==> src/verilog/mcpce_pkg.sv <==
// Package with the register map, field layout, event codes and carrier types of the counter block.
package mcpce_pkg;

	// Register map: four control words, then four counters, one aligned word each.
	localparam int              MCPCE_NUM_CNT    = 4;
	localparam logic [5:0]      MCPCE_OFS_CTL0   = 6'h00;
	localparam logic [5:0]      MCPCE_OFS_CTR0   = 6'h10;
	localparam logic [5:0]      MCPCE_OFS_END    = 6'h20;

	// Control word field positions.
	localparam int              MCPCE_CODE_LSB   = 0;
	localparam int              MCPCE_UMASK_LSB  = 8;
	localparam int              MCPCE_EDGE_BIT   = 18;
	localparam int              MCPCE_EN_BIT     = 22;
	localparam int              MCPCE_INV_BIT    = 23;
	localparam logic [31:0]     MCPCE_CTL_WMASK  = 32'h00C4_FFFF;

	// Values after reset.
	localparam logic [31:0]     MCPCE_CTL_RST    = 32'h0000_0000;
	localparam logic [31:0]     MCPCE_CNT_RST    = 32'h0000_0000;

	// Event codes.
	localparam logic [7:0]      MCPCE_EV_PRE     = 8'h02;
	localparam logic [7:0]      MCPCE_EV_PREEMPT = 8'h08;
	localparam logic [7:0]      MCPCE_EV_THROT   = 8'h41;
	localparam logic [7:0]      MCPCE_EV_LIMIT   = 8'h42;
	localparam logic [7:0]      MCPCE_EV_SELFREF = 8'h43;
	localparam logic [7:0]      MCPCE_EV_CKE     = 8'h83;
	localparam logic [7:0]      MCPCE_EV_CRIT    = 8'h86;
	localparam logic [7:0]      MCPCE_EV_PRIO    = 8'hA0;
	localparam logic [7:0]      MCPCE_EV_RANK0   = 8'hB0;

	// Unit mask bits and values.
	localparam int              MCPCE_READ_OVER_READ_SEL  = 0;
	localparam int              MCPCE_READ_OVER_WRITE_SEL = 1;
	localparam int              MCPCE_FAST_PATH_SEL       = 4;
	localparam int              MCPCE_STARVED_PRIORITY_SEL = 3;
	localparam logic [7:0]      MCPCE_UM_BANK_LAST = 8'h0F;
	localparam logic [7:0]      MCPCE_EVERY_BANK_SEL = 8'h10;
	localparam logic [7:0]      MCPCE_BANK_GROUP_SEL = 8'h11;
	localparam logic [7:0]      MCPCE_UM_GROUP_LAST  = 8'h14;

	// Decoded control word.
	typedef struct packed {
		logic       inv;
		logic       en;
		logic       edge_det;
		logic [7:0] umask;
		logic [7:0] code;
	} mcpce_ctl_t;

	// Per-cycle status and command strobes from the controller.
	typedef struct packed {
		logic [7:0] cke_on;
		logic       crit_throttle;
		logic       power_ctrl_limit_event;
		logic       self_refresh_clk;
		logic [7:0] throttle_rank;
		logic       rd_preempts_rd;
		logic       rd_preempts_wr;
		logic       pre_strobe;
		logic [4:0] pre_cause;
		logic       pre_auto;
		logic       cas_strobe;
		logic [3:0] cas_prio;
		logic [2:0] cas_rank;
		logic [3:0] cas_bank;
	} mcpce_status_t;

endpackage

==> src/verilog/mcpce_evsel.sv <==
// Event selector: turns one control word and the controller status into a count condition.
`timescale 1ns/1ns
module mcpce_evsel
	import mcpce_pkg::*;
(
	input  mcpce_ctl_t    ctl,
	input  mcpce_status_t st,
	output logic          cond
);

	// Bank filter: single bank, every bank, or a group of four consecutive banks.
	function automatic logic bank_hit(input logic [7:0] um, input logic [3:0] bank);
		logic [7:0] grp;
		grp = um - MCPCE_BANK_GROUP_SEL;
		if (um <= MCPCE_UM_BANK_LAST)
			bank_hit = (bank == um[3:0]);
		else if (um == MCPCE_EVERY_BANK_SEL)
			bank_hit = 1'b1;
		else if (um <= MCPCE_UM_GROUP_LAST)
			bank_hit = (bank[3:2] == grp[1:0]);
		else
			bank_hit = 1'b0;
	endfunction

	// Pure decode; anything without a matching code yields a low condition.
	always_comb
	begin
		cond = 1'b0;
		case (ctl.code)
			// Any selected rank with clock enable on counts once; power-down flavours are alike.
			MCPCE_EV_CKE: cond = |(st.cke_on & ctl.umask);
			// Blocked cycles under critical throttling, no rank filter.
			MCPCE_EV_CRIT: cond = st.crit_throttle;
			MCPCE_EV_LIMIT: cond = st.power_ctrl_limit_event;
			// Only reachable while the clock runs, so clock-stopped refresh is never seen.
			MCPCE_EV_SELFREF: cond = st.self_refresh_clk;
			// Thermal or power-controller throttle, OR over selected ranks.
			MCPCE_EV_THROT: cond = |(st.throttle_rank & ctl.umask);
			MCPCE_EV_PREEMPT: cond = (st.rd_preempts_rd & ctl.umask[MCPCE_READ_OVER_READ_SEL])
				| (st.rd_preempts_wr & ctl.umask[MCPCE_READ_OVER_WRITE_SEL]);
			// Miss and timer causes ignore auto-precharge commands.
			MCPCE_EV_PRE: cond = st.pre_strobe & ((|(st.pre_cause[1:0] & ctl.umask[1:0])
				& ~st.pre_auto) | |(st.pre_cause[4:2] & ctl.umask[4:2]));
			MCPCE_EV_PRIO: cond = st.cas_strobe & |(st.cas_prio & ctl.umask[3:0]);
			default:
			begin
				// One code per rank, rank number in the low three bits.
				if (ctl.code[7:3] == MCPCE_EV_RANK0[7:3])
					cond = st.cas_strobe & (st.cas_rank == ctl.code[2:0])
						& bank_hit(ctl.umask, st.cas_bank);
			end
		endcase
	end

endmodule

==> src/verilog/mcpce_cnt.sv <==
// One general counter with enable, edge detect and invert, preloadable from the bus.
`timescale 1ns/1ns
module mcpce_cnt
	import mcpce_pkg::*;
(
	input  wire logic        sys_clk,
	input  wire logic        reset_n,
	input  mcpce_ctl_t       ctl,
	input  wire logic        cond,
	input  wire logic        wr_en,
	input  wire logic [31:0] wr_data,
	output logic [31:0]      cnt_r
);

	logic lvl;         // Condition after optional invert.
	logic lvl_prev_r;  // Last cycle's level for edge detect.
	logic hit;         // Adds one this cycle.

	// Invert first, then edge detect; the pair together is left to software to avoid.
	assign lvl = cond ^ ctl.inv;
	assign hit = ctl.en & lvl & (~ctl.edge_det | ~lvl_prev_r);

	// Level history runs every cycle so edge detect is clean right after enabling.
	always_ff @(posedge sys_clk)
	begin
		if (!reset_n)
			lvl_prev_r <= 1'b0;
		else
			lvl_prev_r <= lvl;
	end

	// A bus write wins over a count in the same cycle; at most one is added per cycle.
	always_ff @(posedge sys_clk)
	begin
		if (!reset_n)
			cnt_r <= MCPCE_CNT_RST;
		else if (wr_en)
			cnt_r <= wr_data;
		else if (hit)
			cnt_r <= cnt_r + 32'h0000_0001;
	end

endmodule

==> src/verilog/mcpce_event_counter.sv <==
// Top of the controller event counter: bus slave, control words and four counters.
//
// Summary of operation
// - Rank CKE-on cycles, one-hot rank mask
// - Several active ranks still add one
// - All power-down flavours counted alike
// - Count critical throttle cycles, no rank filter
// - Critical throttle blocks traffic; count those cycles
// - Self-refresh counted only while clock runs
// - Thermal or power throttle, cause not shown
// - Several throttled ranks still add one
// - Throttle rank filter in unit mask
// - Preemption: read-over-read, read-over-write select bits
// - Precharge by read, write, fast path
// - Page-miss precharge excludes auto and timer
// - Timer-close precharge excludes auto-precharge
// - Read column priority low to starved
// - One event code per rank
// - Bank value, every bank or group
// - These events only on counters 0-3
//
// Design decisions made here: the register addresses and the Avalon-MM slave port.
`timescale 1ns/1ns
module mcpce_event_counter
	import mcpce_pkg::*;
(
	input  wire logic        sys_clk,
	input  wire logic        reset_n,
	input  mcpce_status_t    mc_status,
	input  wire logic [5:0]  avs_address,
	input  wire logic [3:0]  avs_byteenable,
	input  wire logic        avs_read,
	input  wire logic        avs_write,
	input  wire logic [31:0] avs_writedata,
	output logic [31:0]      avs_readdata,
	output logic             avs_waitrequest
);

	logic              ack_r;          // High in the answer cycle of a request.
	logic              req;            // A read or write is presented.
	logic              wr_eff;         // Write takes effect at this edge.
	logic              in_map;         // Address decodes to a register.
	logic              is_ctr;         // Counter half of the map.
	logic [1:0]        idx;            // Register index within a half.
	logic [31:0]       readdata_r;     // Registered read answer.
	logic [31:0]       rd_mux;         // Read value selected by address.
	logic [31:0]       ctl_word_r [MCPCE_NUM_CNT]; // Stored control words.
	logic [31:0]       cnt_val [MCPCE_NUM_CNT];    // Counter values.
	mcpce_ctl_t        ctl [MCPCE_NUM_CNT];        // Decoded control words.
	logic              cond [MCPCE_NUM_CNT];       // Per-counter event condition.

	// Merge write data into an old word under the byte enables.
	function automatic logic [31:0] be_merge(input logic [31:0] old,
		input logic [31:0] nw, input logic [3:0] be);
		logic [31:0] res;
		res = old;
		for (int b = 0; b < 4; b++)
		begin
			if (be[b])
				res[b*8 +: 8] = nw[b*8 +: 8];
		end
		be_merge = res;
	endfunction

	// Unpack a control word into its fields.
	function automatic mcpce_ctl_t to_ctl(input logic [31:0] w);
		mcpce_ctl_t c;
		c.code     = w[MCPCE_CODE_LSB +: 8];
		c.umask    = w[MCPCE_UMASK_LSB +: 8];
		c.edge_det = w[MCPCE_EDGE_BIT];
		c.en       = w[MCPCE_EN_BIT];
		c.inv      = w[MCPCE_INV_BIT];
		to_ctl = c;
	endfunction

	// Address decode: aligned words below the end offset only.
	assign in_map = (avs_address < MCPCE_OFS_END) && (avs_address[1:0] == 2'b00);
	assign is_ctr = (avs_address >= MCPCE_OFS_CTR0);
	assign idx    = avs_address[3:2];
	assign req    = avs_read | avs_write;

	// Every request waits exactly one cycle; the answer edge is the second one.
	assign avs_waitrequest = req & ~ack_r;
	assign wr_eff          = avs_write & ack_r;
	assign avs_readdata    = readdata_r;

	// Answer flag toggles high for one cycle per request, then drops so the next one waits too.
	always_ff @(posedge sys_clk)
	begin
		if (!reset_n)
			ack_r <= 1'b0;
		else
			ack_r <= req & ~ack_r;
	end

	// Read mux; unmapped or unaligned addresses read as zero.
	always_comb
	begin
		rd_mux = 32'h0000_0000;
		if (in_map)
		begin
			if (is_ctr)
				rd_mux = cnt_val[idx];
			else
				rd_mux = ctl_word_r[idx];
		end
	end

	// Read data is captured in the wait cycle so it stands at the answer edge.
	always_ff @(posedge sys_clk)
	begin
		if (!reset_n)
			readdata_r <= 32'h0000_0000;
		else if (avs_read & ~ack_r)
			readdata_r <= rd_mux;
	end

	// Control words; unimplemented bits stay zero and a new code applies from the next cycle.
	always_ff @(posedge sys_clk)
	begin
		if (!reset_n)
		begin
			for (int i = 0; i < MCPCE_NUM_CNT; i++)
				ctl_word_r[i] <= MCPCE_CTL_RST;
		end
		else if (wr_eff && in_map && !is_ctr)
			ctl_word_r[idx] <= be_merge(ctl_word_r[idx], avs_writedata,
				avs_byteenable) & MCPCE_CTL_WMASK;
	end

	// Only four general counters exist, so the events live on counters 0 to 3.
	for (genvar g = 0; g < MCPCE_NUM_CNT; g++)
	begin : g_cnt
		assign ctl[g] = to_ctl(ctl_word_r[g]);

		mcpce_evsel u_evsel
		(
			.ctl  (ctl[g]),
			.st   (mc_status),
			.cond (cond[g])
		);

		mcpce_cnt u_cnt
		(
			.sys_clk (sys_clk),
			.reset_n (reset_n),
			.ctl     (ctl[g]),
			.cond    (cond[g]),
			.wr_en   (wr_eff && in_map && is_ctr && (idx == 2'(g))),
			.wr_data (be_merge(cnt_val[g], avs_writedata, avs_byteenable)),
			.cnt_r   (cnt_val[g])
		);
	end

	// Helper terms for the checks below, all on counter 0.
	logic        plain0;   // Counter 0 enabled, no invert and no edge detect.
	logic        quiet0;   // No bus write takes effect at this edge, to any register.
	logic [31:0] delta0;   // Change of counter 0 over the last edge.
	logic [31:0] prev0_r;  // Counter 0 as it stood before the last edge.

	assign plain0 = ctl[0].en & ~ctl[0].inv & ~ctl[0].edge_det;
	assign quiet0 = ~wr_eff;
	assign delta0 = cnt_val[0] - prev0_r;

	// History of counter 0, kept in a flop so the difference needs no sampled-value call.
	always_ff @(posedge sys_clk)
	begin
		if (!reset_n)
			prev0_r <= MCPCE_CNT_RST;
		else
			prev0_r <= cnt_val[0];
	end

	// Rank clock-enable event adds one for a selected active rank.
	AST_CKE_ADDS: assert property (@(posedge sys_clk) disable iff (!reset_n)
		plain0 && quiet0 && ctl[0].code == MCPCE_EV_CKE
		&& |(mc_status.cke_on & ctl[0].umask)
		|=> cnt_val[0] == $past(cnt_val[0]) + 32'h0000_0001)
		else $error("rank clock-enable cycle not counted");

	// Never more than one added per cycle, whatever the rank count.
	AST_ONE_PER_CYCLE: assert property (@(posedge sys_clk) disable iff (!reset_n)
		quiet0 |=> (delta0 == 32'h0000_0000) || (delta0 == 32'h0000_0001))
		else $error("counter moved by more than one");

	// Critical throttle cycles counted for a run of three cycles.
	AST_CRIT_RUN: assert property (@(posedge sys_clk) disable iff (!reset_n)
		(plain0 && quiet0 && ctl[0].code == MCPCE_EV_CRIT && mc_status.crit_throttle) [*3]
		|=> cnt_val[0] == $past(cnt_val[0], 3) + 32'h0000_0003)
		else $error("critical throttle run miscounted");

	// Self-refresh with clock running is counted.
	AST_SELFREF: assert property (@(posedge sys_clk) disable iff (!reset_n)
		plain0 && quiet0 && ctl[0].code == MCPCE_EV_SELFREF && mc_status.self_refresh_clk
		|=> $changed(cnt_val[0]))
		else $error("self-refresh cycle not counted");

	// Throttled ranks outside the mask never count.
	AST_THROT_MASK: assert property (@(posedge sys_clk) disable iff (!reset_n)
		plain0 && quiet0 && ctl[0].code == MCPCE_EV_THROT
		&& (mc_status.throttle_rank & ctl[0].umask) == 8'h00
		|=> $stable(cnt_val[0]))
		else $error("unselected rank throttle counted");

	// Read-over-write preemption counts only when its select bit is set.
	AST_PREEMPT_WR: assert property (@(posedge sys_clk) disable iff (!reset_n)
		plain0 && quiet0 && ctl[0].code == MCPCE_EV_PREEMPT && mc_status.rd_preempts_wr
		&& !mc_status.rd_preempts_rd
		|=> delta0 == {31'h0000_0000, $past(ctl[0].umask[MCPCE_READ_OVER_WRITE_SEL])})
		else $error("read-over-write preemption miscounted");

	// Auto-precharge is never a page-miss precharge.
	AST_MISS_NO_AUTO: assert property (@(posedge sys_clk) disable iff (!reset_n)
		plain0 && quiet0 && ctl[0].code == MCPCE_EV_PRE && ctl[0].umask == 8'h01
		&& mc_status.pre_auto
		|=> $stable(cnt_val[0]))
		else $error("auto-precharge counted as page miss");

	// Every-bank selection counts any read column command to the chosen rank.
	AST_EVERY_BANK: assert property (@(posedge sys_clk) disable iff (!reset_n)
		plain0 && quiet0 && ctl[0].code[7:3] == MCPCE_EV_RANK0[7:3]
		&& ctl[0].umask == MCPCE_EVERY_BANK_SEL && mc_status.cas_strobe
		&& mc_status.cas_rank == ctl[0].code[2:0]
		|=> delta0 == 32'h0000_0001)
		else $error("every-bank read column not counted");

	// An unknown code counts nothing while invert is clear.
	AST_NO_MATCH: assert property (@(posedge sys_clk) disable iff (!reset_n)
		quiet0 && ctl[0].code == 8'h00 |=> $stable(cnt_val[0]))
		else $error("counter moved without a matching code");

	// Bus answers one cycle after a request appears.
	AST_BUS_WAIT: assert property (@(posedge sys_clk) disable iff (!reset_n)
		req && avs_waitrequest |=> !avs_waitrequest)
		else $error("waitrequest held for more than one cycle");

endmodule

==> config.mk <==
export PLATFORM = sky130hd
export DESIGN_NAME = mcpce_event_counter
export DESIGN_NICKNAME = d
export VERILOG_FILES = /design/src/verilog/mcpce_pkg.sv /design/src/verilog/mcpce_evsel.sv /design/src/verilog/mcpce_cnt.sv /design/src/verilog/mcpce_event_counter.sv
export SDC_FILE = /design/constraint.sdc
export NUM_CORES = 1
export LEC_CHECK = 0
export BUFFER_PORTS_ARGS = -buffer_cell sky130_fd_sc_hd__buf_2
export CORE_MARGIN = 5
export CORE_UTILIZATION = 25
export CTS_CLUSTER_DIAMETER = 60
export DETAILED_ROUTE_END_ITERATION = 12
export PLACE_DENSITY = 0.42
export SETUP_SLACK_MARGIN = 0.15
export SLEW_MARGIN = 20
export SYNTH_ARGS = -nofsm -noshare
export SYNTH_HDL_FRONTEND = slang
export SYNTH_SLANG_ARGS = --single-unit
==> constraint.sdc <==
create_clock -name sys_clk -period 3.9 [get_ports sys_clk]
set_input_delay 0.78 -clock sys_clk [delete_from_list [all_inputs] [get_ports sys_clk]]
set_output_delay 0.78 -clock sys_clk [all_outputs]
set_load 0.02 [all_outputs]
==> results of run 1 <==
cell type report:
cell class,count,share of cell area (%)
Inverter,61,1.217
Clock inverter,23,1.396
Timing Repair Buffer,189,6.244
Clock buffer,46,5.291
Multi-Input combinational cell,1421,50.73
Tap cell,846,5.596
Sequential cell,241,29.53
cell usage after synthesis, drive strengths merged (7+ instances only):
cell    number
nand2      194
nor2       187
dfxtp      165
a21oi      138
clkbuf      97
a22oi       95
edfxtp      76
nor3        74
nand3       70
inv         61
o21ai       53
mux4        51
buf         44
nand4       42
and3        36
a31oi       33
nor4        27
o31ai       25
o32ai       23
xor2        22
o221a       21
and2        18
mux2        17
xnor2       16
o22ai       15
mux2i       14
o211ai      12
or3         12
a21o        11
a311oi      11
and4        11
a32oi       10
o221ai      10
a211oi       9
nand2b       9
a41oi        8
ha           8
nor3b        8
or2          8
or4          8
nor4b        7
o211a        7
o31a         7
layer usage:
metal / track usage, % / vias up
met2: 33.32 / 696
li1: - / 7404
met3: 2.696 / 131
met1: 27.05 / 8153
met5: 0 / -
met4: 6.882 / 2
worst min path at each step:
stage                                to  slack [ps]
2_1_floorplan  g_cnt[3].u_cnt.cnt_r[19]         450
3_3_place_gp            avs_readdata[6]         440
3_5_place_dp            avs_readdata[2]         440
4_1_cts                 avs_readdata[2]         450
5_1_grt                avs_readdata[22]         470
6_report                avs_readdata[2]         450
cells in the final DEF, fill, tap and decap left out, drive strengths merged, types with 23 or more instances in the layout:
cell type    n
o31ai       25
nor4        27
nand3       70
nor2       187
a22oi       95
and3        36
nand2      194
dfxtp      165
o32ai       23
buf        189
clkbuf      46
edfxtp      76
nor3        74
o21ai       53
mux4        51
nand4       42
a31oi       33
a21oi      138
inv         64
sequential cells by signal, summed over array words and instances (netlist names):
name,count
ack_r,1
avs_readdata,32
ctl_word_r,76
g_cnt.u_cnt.cnt_r,128
g_cnt.u_cnt.lvl_prev_r,4
worst max-delay path, delay by kind of cell (launching register included):
kind / cells / cell delay [ps]
compound gates: 3 / 960
mux: 2 / 940
flops: 1 / 460
simple gates: 3 / 1060
cell families (layout without fill, tap and decap cells):
logic type / Yosys count / in the layout / share of synthesized area (%)
AO/OA/AOI/OAI: 556 / 556 / 24.95
XOR/XNOR: 38 / 38 / 2.137
adder cells (fa/ha/maj): 9 / 9 / 0.6915
buffers and inverters: 202 / 319 / 5.186
flip-flops: 241 / 241 / 35.08
multiplexers: 82 / 82 / 9.319
AND/OR/NAND/NOR: 736 / 736 / 22.64
power by group through the flow:
stage               combinational, mW  clock (mW)  sequential [mW]
finish                          0.624        3.49             2.70
global route                    0.667        3.66             2.70
CTS                             0.623        3.56             2.70
detailed placement              0.621           0             2.75
global placement                0.621           0             2.75
floorplan                       0.353           0             2.71
what timing repair did:
action	4_1_cts	5_1_grt
resized for setup	0	1
endpoints found under the setup margin	0	3
hold buffers	0	0
endpoints found under the hold margin	0	0
==> results.json, run 1 <==
{
  "fin_ws_ps": 409.8,
  "top_layer_used": "met5",
  "setup_viol": 0,
  "dpl_cell_area_mm2": 0.01765,
  "max_slew.worst_pin.slew_ps": 1088,
  "drtPass1Iterations": 8,
  "gp_congestion": 0.8942,
  "async_reset_ff_share_pct": 0,
  "final.setup.tns_ps": 0,
  "io_pins": 119,
  "seq_area_mm2": 0.005585,
  "wire_per_inst_um": 25.85,
  "total_power_mw": 6.809,
  "grt_max_degree": 70,
  "wl_met2_mm": 34.59,
  "initial_core_util_pct": 25.24,
  "min_from": "avs_readdata[2]",
  "critPathMaxStageDelay_ps": 620,
  "p_per_area_mw_per_mm2": 359.9,
  "cpMostUsedCell": "mux2_2",
  "overflow": 0,
  "report.final.slew_viol_count": 0,
  "rows": 92,
  "cts.sinks": 241,
  "antenna_found_initial": 1,
  "cts_setup_buffers": 0,
  "core_area_mm2": 0.06308,
  "yosysSeqAreaShare_pct": 35.08,
  "skew_ps": 46.81,
  "synth_nets": 1958,
  "root_buffer": "clkbuf_16",
  "cp.required_ps": 4380,
  "port_buffers": 118,
  "r2r_end": "g_cnt[1].u_cnt.cnt_r[17]",
  "dp_cells": 2758,
  "clk_latency_ps": 580,
  "ys_seq_elements": 241,
  "pre_cts_ws_ps": 247.0,
  "hold_path_depth": 2,
  "cp.arrival_ps": 3970,
  "switching_share_pct": 27.25,
  "timing.final.crit_share_pct": 89.49,
  "start_kind": "flip-flop",
  "dieArea_mm2": 0.06884,
  "synth.area.top_cells": "dfxtp_1 21%, edfxtp_1 14%, mux4_2 7.2%, nand2_1 4.6%, a22oi_1 4.5%",
  "clockBufferDepth": 3,
  "syn2layout_area_growth_pct": 18.79,
  "synth_top_area_share_pct": 20.74,
  "status": "completed",
  "n_fill_cell": 6797,
  "multi_input_area_mm2": 0.009597,
  "crit_path_end": "g_cnt[1].u_cnt.cnt_r[17]",
  "syn_avg_cell_area_um2": 8.543,
  "nets": 2046,
  "postRouteAntennaNets": 0,
  "die_h_um": 262.4,
  "drive_gt1_share_pct": 18.88,
  "fmax_ghz": 0.2865,
  "post-route-min-period_ps": 3490,
  "ys_warn_count": 0,
  "p_int_mw": 4.954,
  "wl_met3_mm": 4.613,
  "reg2reg_slack_ps": 410,
  "cp_cell_sequence": "or4b_1, nor4_2, nand2_1, o41ai_1, mux2_2, mux2_2, a21oi_2, o221a_2",
  "timing.hold.ws_ps": 446.1,
  "synth_flop_cell": "dfxtp_1",
  "hold_viol": 0,
  "cp_slowest_cell": "or4b_1",
  "crit_start": "ctl_word_r[1][15]",
  "synth_edf_count": 76,
  "ir_drop_mv": 0.2525,
  "hold_path_class": "reg2reg",
  "drt_wl_total_mm": 73.07,
  "rsz0062_at_grt": "true",
  "clockPowerShare_pct": 51.2,
  "power_leakage_nw": 6.421,
  "dp_hpwl_mm": 54.23,
  "clk_pin_slew_ps": 60,
  "reg2reg_depth": 8,
  "drt_iter0_markers": 1758,
  "combPwrFrac_pct": 9.2,
  "synth.distinct_cells": 87,
  "synthCells": 1864,
  "mappedNetlistArea_mm2": 0.01592,
  "layout.cells.non_filler": 2827,
  "htreeDepth": 2,
  "grt_pass1_wl_mm": 107.2,
  "dieWidth_um": 262.4,
  "cp_max_fo": 13,
  "first_global_vias": 15450,
  "path_class": "reg2reg",
  "vias": 16390,
  "grt_use_total_pct": 20.10,
  "switchingPower_mw": 1.855,
  "yosys.area.top_type": "dfxtp_1",
  "tritoncts": "built",
  "cts_inserted_buffers": 38,
  "max-slew-margin-rel_pct": 26.81,
  "wl_met1_mm": 31.31,
  "antenna_cells": 0,
  "post-route-drc-count": 0,
  "r2r-start": "ctl_word_r[1][15]",
  "final_core_util_pct": 29.99,
  "viasPerCell": 5.796,
  "design_area_mm2": 0.01892,
  "cap_violations": 0,
  "p_seq_share_pct": 39.6,
  "cp-end-kind": "flip-flop"
}
(Power assumes the default switching activity.)
==> inputs of run 2 (changes only) <==
Settings changed: CELL_PAD_IN_SITES_DETAIL_PLACEMENT set to 1, CELL_PAD_IN_SITES_GLOBAL_PLACEMENT set to 1, PLACE_DENSITY 0.42 to 0.51.
==> run 2 against run 1 <==
Effect of this change: power rose by 3.7%; global-route usage rose by 1.3 points; sequential share of layout area barely moved; critical path type unchanged; largest cell class unchanged.
==> results.json, run 2 (same netlist as run 1, synthesis figures left out) <==
{
  "dieArea_mm2": 0.06884,
  "fmax_ghz": 0.2770,
  "die_h_um": 262.4,
  "cap_violations": 0,
  "design_area_mm2": 0.01892,
  "postRouteAntennaNets": 0,
  "initial_core_util_pct": 25.24,
  "start_kind": "flip-flop",
  "drt_wl_total_mm": 77.40,
  "core_area_mm2": 0.06308,
  "switching_share_pct": 26.32,
  "first_global_vias": 16540,
  "largest_reg_flops": 128,
  "timing.final.crit_share_pct": 92.58,
  "root_buffer": "clkbuf_16",
  "port_buffers": 118,
  "max-slew-margin-rel_pct": 29.14,
  "path_class": "reg2reg",
  "cts_inserted_buffers": 38,
  "syn2layout_area_growth_pct": 18.83,
  "dieWidth_um": 262.4,
  "setup_viol": 0,
  "max_slew.worst_pin.slew_ps": 1053,
  "hold_viol": 0,
  "viasPerCell": 5.821,
  "overflow": 0,
  "drive_gt1_share_pct": 18.80,
  "grt_pass1_wl_mm": 114.1,
  "clockBufferDepth": 3,
  "grt_max_degree": 51,
  "antenna_found_initial": 3,
  "p_per_area_mw_per_mm2": 373.1,
  "dpl_cell_area_mm2": 0.01757,
  "top_register": "g_cnt.u_cnt.cnt_r",
  "drt_iter0_markers": 1175,
  "clockPowerShare_pct": 52.8,
  "rows": 92,
  "final_cell_mix": "194 x nand2_1, 183 x nor2_1, 165 x dfxtp_1",
  "htreeDepth": 2,
  "cp-end-kind": "flip-flop",
  "layout_commonest_cell": "nand2_1",
  "grt_use_total_pct": 21.38,
  "status": "completed",
  "cts_setup_buffers": 0,
  "cts_resized": 0,
  "report.final.slew_viol_count": 0,
  "switchingPower_mw": 1.858,
  "io_pins": 119,
  "gp_congestion": 0.8705,
  "ctsHoldBuffers": 0,
  "cp.arrival_ps": 4110,
  "p_seq_share_pct": 38.2,
  "p_int_mw": 5.202,
  "clk_latency_ps": 560,
  "rsz0062_at_grt": "false",
  "tritoncts": "built",
  "vias": 16420,
  "skew_ps": 18.22,
  "final.setup.tns_ps": 0,
  "hold_path_class": "reg2reg",
  "power_leakage_nw": 6.439,
  "clk_pin_slew_ps": 60,
  "drtPass1Iterations": 6,
  "cp_max_fo": 12,
  "nets": 2038,
  "post-route-min-period_ps": 3611,
  "combPwrFrac_pct": 9.0,
  "cp.required_ps": 4390,
  "ir_drop_mv": 0.2251,
  "dp_hpwl_mm": 57.19,
  "cts.sinks": 241,
  "post-route-drc-count": 0,
  "wire_per_inst_um": 27.45
}
run 2: changes by cell type in the layout (fill, tap and decap cells not counted), moves of 3 or more:
cell        previous run  this run
buf_4                 70        62
clkinv_2               2        10
clkinvlp_4             5         1
bufinv_16              4         7
inv_6                  4         1
run 2: power by group through the flow:
stage,Clock [mW],Sequential [mW],Combinational [mW]
CTS,3.80,2.70,0.634
finish,3.73,2.70,0.633
detailed placement,0,2.75,0.632
global placement,0,2.75,0.626
global route,3.91,2.70,0.673
floorplan,0,2.71,0.353
run 2: path summary, 6_finish.rpt:
path / end / startpoint / slack (ps) / cells after the start
hold / removal: avs_readdata[0] / avs_readdata[0] / 460 / 2
setup / recovery: g_cnt[0].u_cnt.cnt_r[12] / ctl_word_r[0][8] / 290 / 11
setup reg to reg: g_cnt[0].u_cnt.cnt_r[12] / ctl_word_r[0][8] / 290 / 11
hold reg to reg: avs_readdata[0] / avs_readdata[0] / 460 / 2
run 2: through the flow:
stage                     std cells  power (mW)  hold slack [ps]  util, %  worst slack, ps
after CTS                      2819       7.139            459.3    29.98            278.6
final                          2820       7.059            455.9    30.00            289.3
after global routing           2820       7.282            484.8    30.00            152.7
after floorplan                1864       3.062            445.9        -            653.0
after detailed placement       2750       3.385            453.0    27.86            144.3
after global placement         2750       3.379            447.2    27.86            210.1
run 2: layout make-up:
type                    count  area [um^2]
repair buffers            181         1106
well taps                 846         1059
multi-input cells        1421         9598
clock buffers              47         1046
flip-flops and latches    241         5585
fillers                  7418        44160
diodes                      1        2.502
inverters                  61        230.2
clock inverters            22        296.5
run 2: routing by layer:
layer / wire length [um] / up-vias / track usage [%]
li1: - / 7370 / -
met1: 33130 / 8470 / 27.62
met2: 38200 / 467 / 37.00
met3: 3665 / 106 / 3.267
met4: 2388 / 2 / 6.416
met5: 15 / - / 0
run 2: critical path, cell delays in order, from the launching register on:
cell and delay (ps):
edfxtp_1 640, inv_1 90, ha_1 300, xor2_1 140, nand2_1 70, maj3_1 350
o22ai_1 320, a41oi_4 340, mux2_2 510, buf_4 230, nor2_1 300, o221a_2 240
==> inputs of run 3 (changes only) <==
Settings changed: ABC_AREA set to 1, PLACE_DENSITY 0.51 to 0.54.
==> run 3 against run 2 <==
Effect of this change: power about the same; synthesized area increased by 15%; critical path type unchanged; highest routed layer is now met4; final cell count increased by 44%; largest cell class unchanged.
==> results.json, run 3 <==
{
  "rsz0062_at_grt": "false",
  "skew_ps": 44.81,
  "viasPerCell": 5.117,
  "cap_violations": 0,
  "p_per_area_mw_per_mm2": 340.0,
  "grtUsageMet2_pct": 39.37,
  "start_kind": "flip-flop",
  "switchingPower_mw": 2.144,
  "cts.sinks": 241,
  "report.final.slew_viol_count": 0,
  "port_buffers": 118,
  "rows": 99,
  "synth.distinct_cells": 41,
  "hold_viol": 0,
  "setup_viol": 0,
  "first_global_vias": 21260,
  "max-slew-margin-rel_pct": 21.82,
  "synth_flop_cell": "dfxtp_1",
  "cts_resized": 0,
  "dpl_cell_area_mm2": 0.01958,
  "cp.arrival_ps": 3870,
  "yosysSeqAreaShare_pct": 30.63,
  "root_buffer": "clkbuf_16",
  "grt-busiest-layer": "met2",
  "combPwrFrac_pct": 13.2,
  "grtUsageMet3_pct": 3.054,
  "p_seq_share_pct": 39.9,
  "core_area_mm2": 0.07271,
  "status": "completed",
  "grt_use_total_pct": 23.07,
  "fmax_ghz": 0.2904,
  "synth.area.top_cells": "nand2_1 19%, dfxtp_1 18%, edfxtp_1 13%, nor2_1 9.4%, inv_1 6.5%",
  "gp_congestion": 0.9283,
  "drtPass1Iterations": 7,
  "clk_pin_slew_ps": 60,
  "tritoncts": "built",
  "hold_path_end": "avs_readdata[26]",
  "antenna_found_initial": 1,
  "dieArea_mm2": 0.07845,
  "reg2reg_depth": 14,
  "syn2layout_area_growth_pct": 13.81,
  "drive_gt1_share_pct": 8.058,
  "timing.final.crit_share_pct": 88.31,
  "synth_edf_count": 76,
  "final.setup.tns_ps": 0,
  "cp-end-kind": "flip-flop",
  "netlist_top_cells_count": "931 x nand2_1, 459 x nor2_1, 316 x inv_1",
  "largest_reg_flops": 128,
  "async_reset_ff_share_pct": 0,
  "synth_nets": 3110,
  "timing.hold.ws_ps": 469.1,
  "cp_max_fo": 64,
  "design_area_mm2": 0.02076,
  "ctsHoldBuffers": 0,
  "grt_pass1_wl_mm": 138.2,
  "cts_inserted_buffers": 37,
  "dieWidth_um": 280.1,
  "use_met1_pct": 29.91,
  "post-route-drc-count": 0,
  "p_int_mw": 4.914,
  "cts_setup_buffers": 0,
  "drt_iter0_markers": 1484,
  "switching_share_pct": 30.38,
  "reg2reg_slack_ps": 460,
  "ys_seq_elements": 241,
  "mappedNetlistArea_mm2": 0.01824,
  "ys_warn_count": 0,
  "hold_path_class": "reg2reg",
  "top_register": "g_cnt.u_cnt.cnt_r",
  "io_pins": 119,
  "synth_top_area_share_pct": 19.16,
  "max_slew.worst_pin.slew_ps": 1166,
  "die_h_um": 280.1,
  "vias": 20720,
  "wire_per_inst_um": 23.09,
  "post-route-min-period_ps": 3444,
  "n_fill_cell": 9411,
  "ir_drop_mv": 0.2336,
  "postRouteAntennaNets": 0,
  "drt_wl_total_mm": 93.53,
  "yosys.area.top_type": "nand2_1",
  "dp_hpwl_mm": 72.67,
  "clk_latency_ps": 570,
  "final_cell_mix": "928 x nand2_1, 459 x nor2_1, 315 x inv_1",
  "synthCells": 3016,
  "min_from": "avs_readdata[26]",
  "r2r_end": "g_cnt[3].u_cnt.cnt_r[11]",
  "syn_avg_cell_area_um2": 6.047,
  "grt_max_degree": 112,
  "overflow": 0,
  "clockPowerShare_pct": 46.9,
  "initial_core_util_pct": 25.08,
  "nets": 3158,
  "cp.required_ps": 4330,
  "synth_most_common_cell": "nand2_1",
  "layout_commonest_cell": "nand2_1",
  "final_core_util_pct": 28.55,
  "path_class": "reg2reg",
  "r2r-start": "ctl_word_r[3][8]",
  "htreeDepth": 2,
  "clockBufferDepth": 3,
  "hold_path_depth": 2,
  "power_leakage_nw": 9.148
}
## run 3: critical path: stages, from the launching register on
cell and delay (ps):
edfxtp_1 630, inv_1 180, ha_1 370, nand2_1 90
inv_1 40, nor3_1 400, nand2_1 90, nand2_1 80
nand2_1 70, nand2_1 100, nand2_1 70, nand2_2 90
nand3_4 560, a21oi_1 390, nor2_1 70
## run 3: power by group through the flow
stage               clock, mW  sequential, mW  combinational, mW
finish                   3.31            2.82              0.930
global route             3.51            2.83               1.02
CTS                      3.41            2.81              0.933
detailed placement          0            2.87              0.928
global placement            0            2.87              0.904
floorplan                   0            2.80              0.564
## run 3: cells by family after synthesis
| group | synth area share (%) |
|---|---|
| buffers and inverters | 10.75 |
| adders and majority gates | 0.5489 |
| xor gates and xnor gates | 4.130 |
| DFF | 30.63 |
| and+or+nand+nor | 40.71 |
| AOI/OAI and AO/OA | 13.23 |
## run 3: worst max-delay path by stage
stage | start | to
finish | ctl_word_r[3][8] | g_cnt[3].u_cnt.cnt_r[11]
global placement | ctl_word_r[3][8] | g_cnt[3].u_cnt.cnt_r[23]
CTS | ctl_word_r[3][8] | g_cnt[3].u_cnt.cnt_r[11]
global route | ctl_word_r[3][8] | g_cnt[3].u_cnt.cnt_r[18]
detailed placement | ctl_word_r[3][8] | g_cnt[3].u_cnt.cnt_r[17]
floorplan | avs_address[3] | ctl_word_r[3][0]
## run 3: through the flow
step	instances	power, mW	setup WS (ps)
3_3_place_gp	3984	3.770	564.9
6_report	4050	7.058	456.1
3_5_place_dp	3984	3.795	520.9
2_1_floorplan	3016	3.363	807.7
4_1_cts	4049	7.160	512.8
5_1_grt	4049	7.357	219.7
## run 3: cell type report
cell class	count	area, um^2	area share [%]
inverters	327	1227	5.914
clock inverters	20	163.9	0.7897
clock buffers	45	1008	4.859
well taps	959	1200	5.781
repair buffers	147	860.8	4.147
diodes	1	2.502	0.01206
multi-input cells	2310	10710	51.59
flip-flops and latches	241	5585	26.91
## run 3: metal layers
metal	vias up	wire length [um]
met3	168	4567
met2	597	43820
met4	0	4011
li1	9879	-
met1	10080	41130
met5	-	0
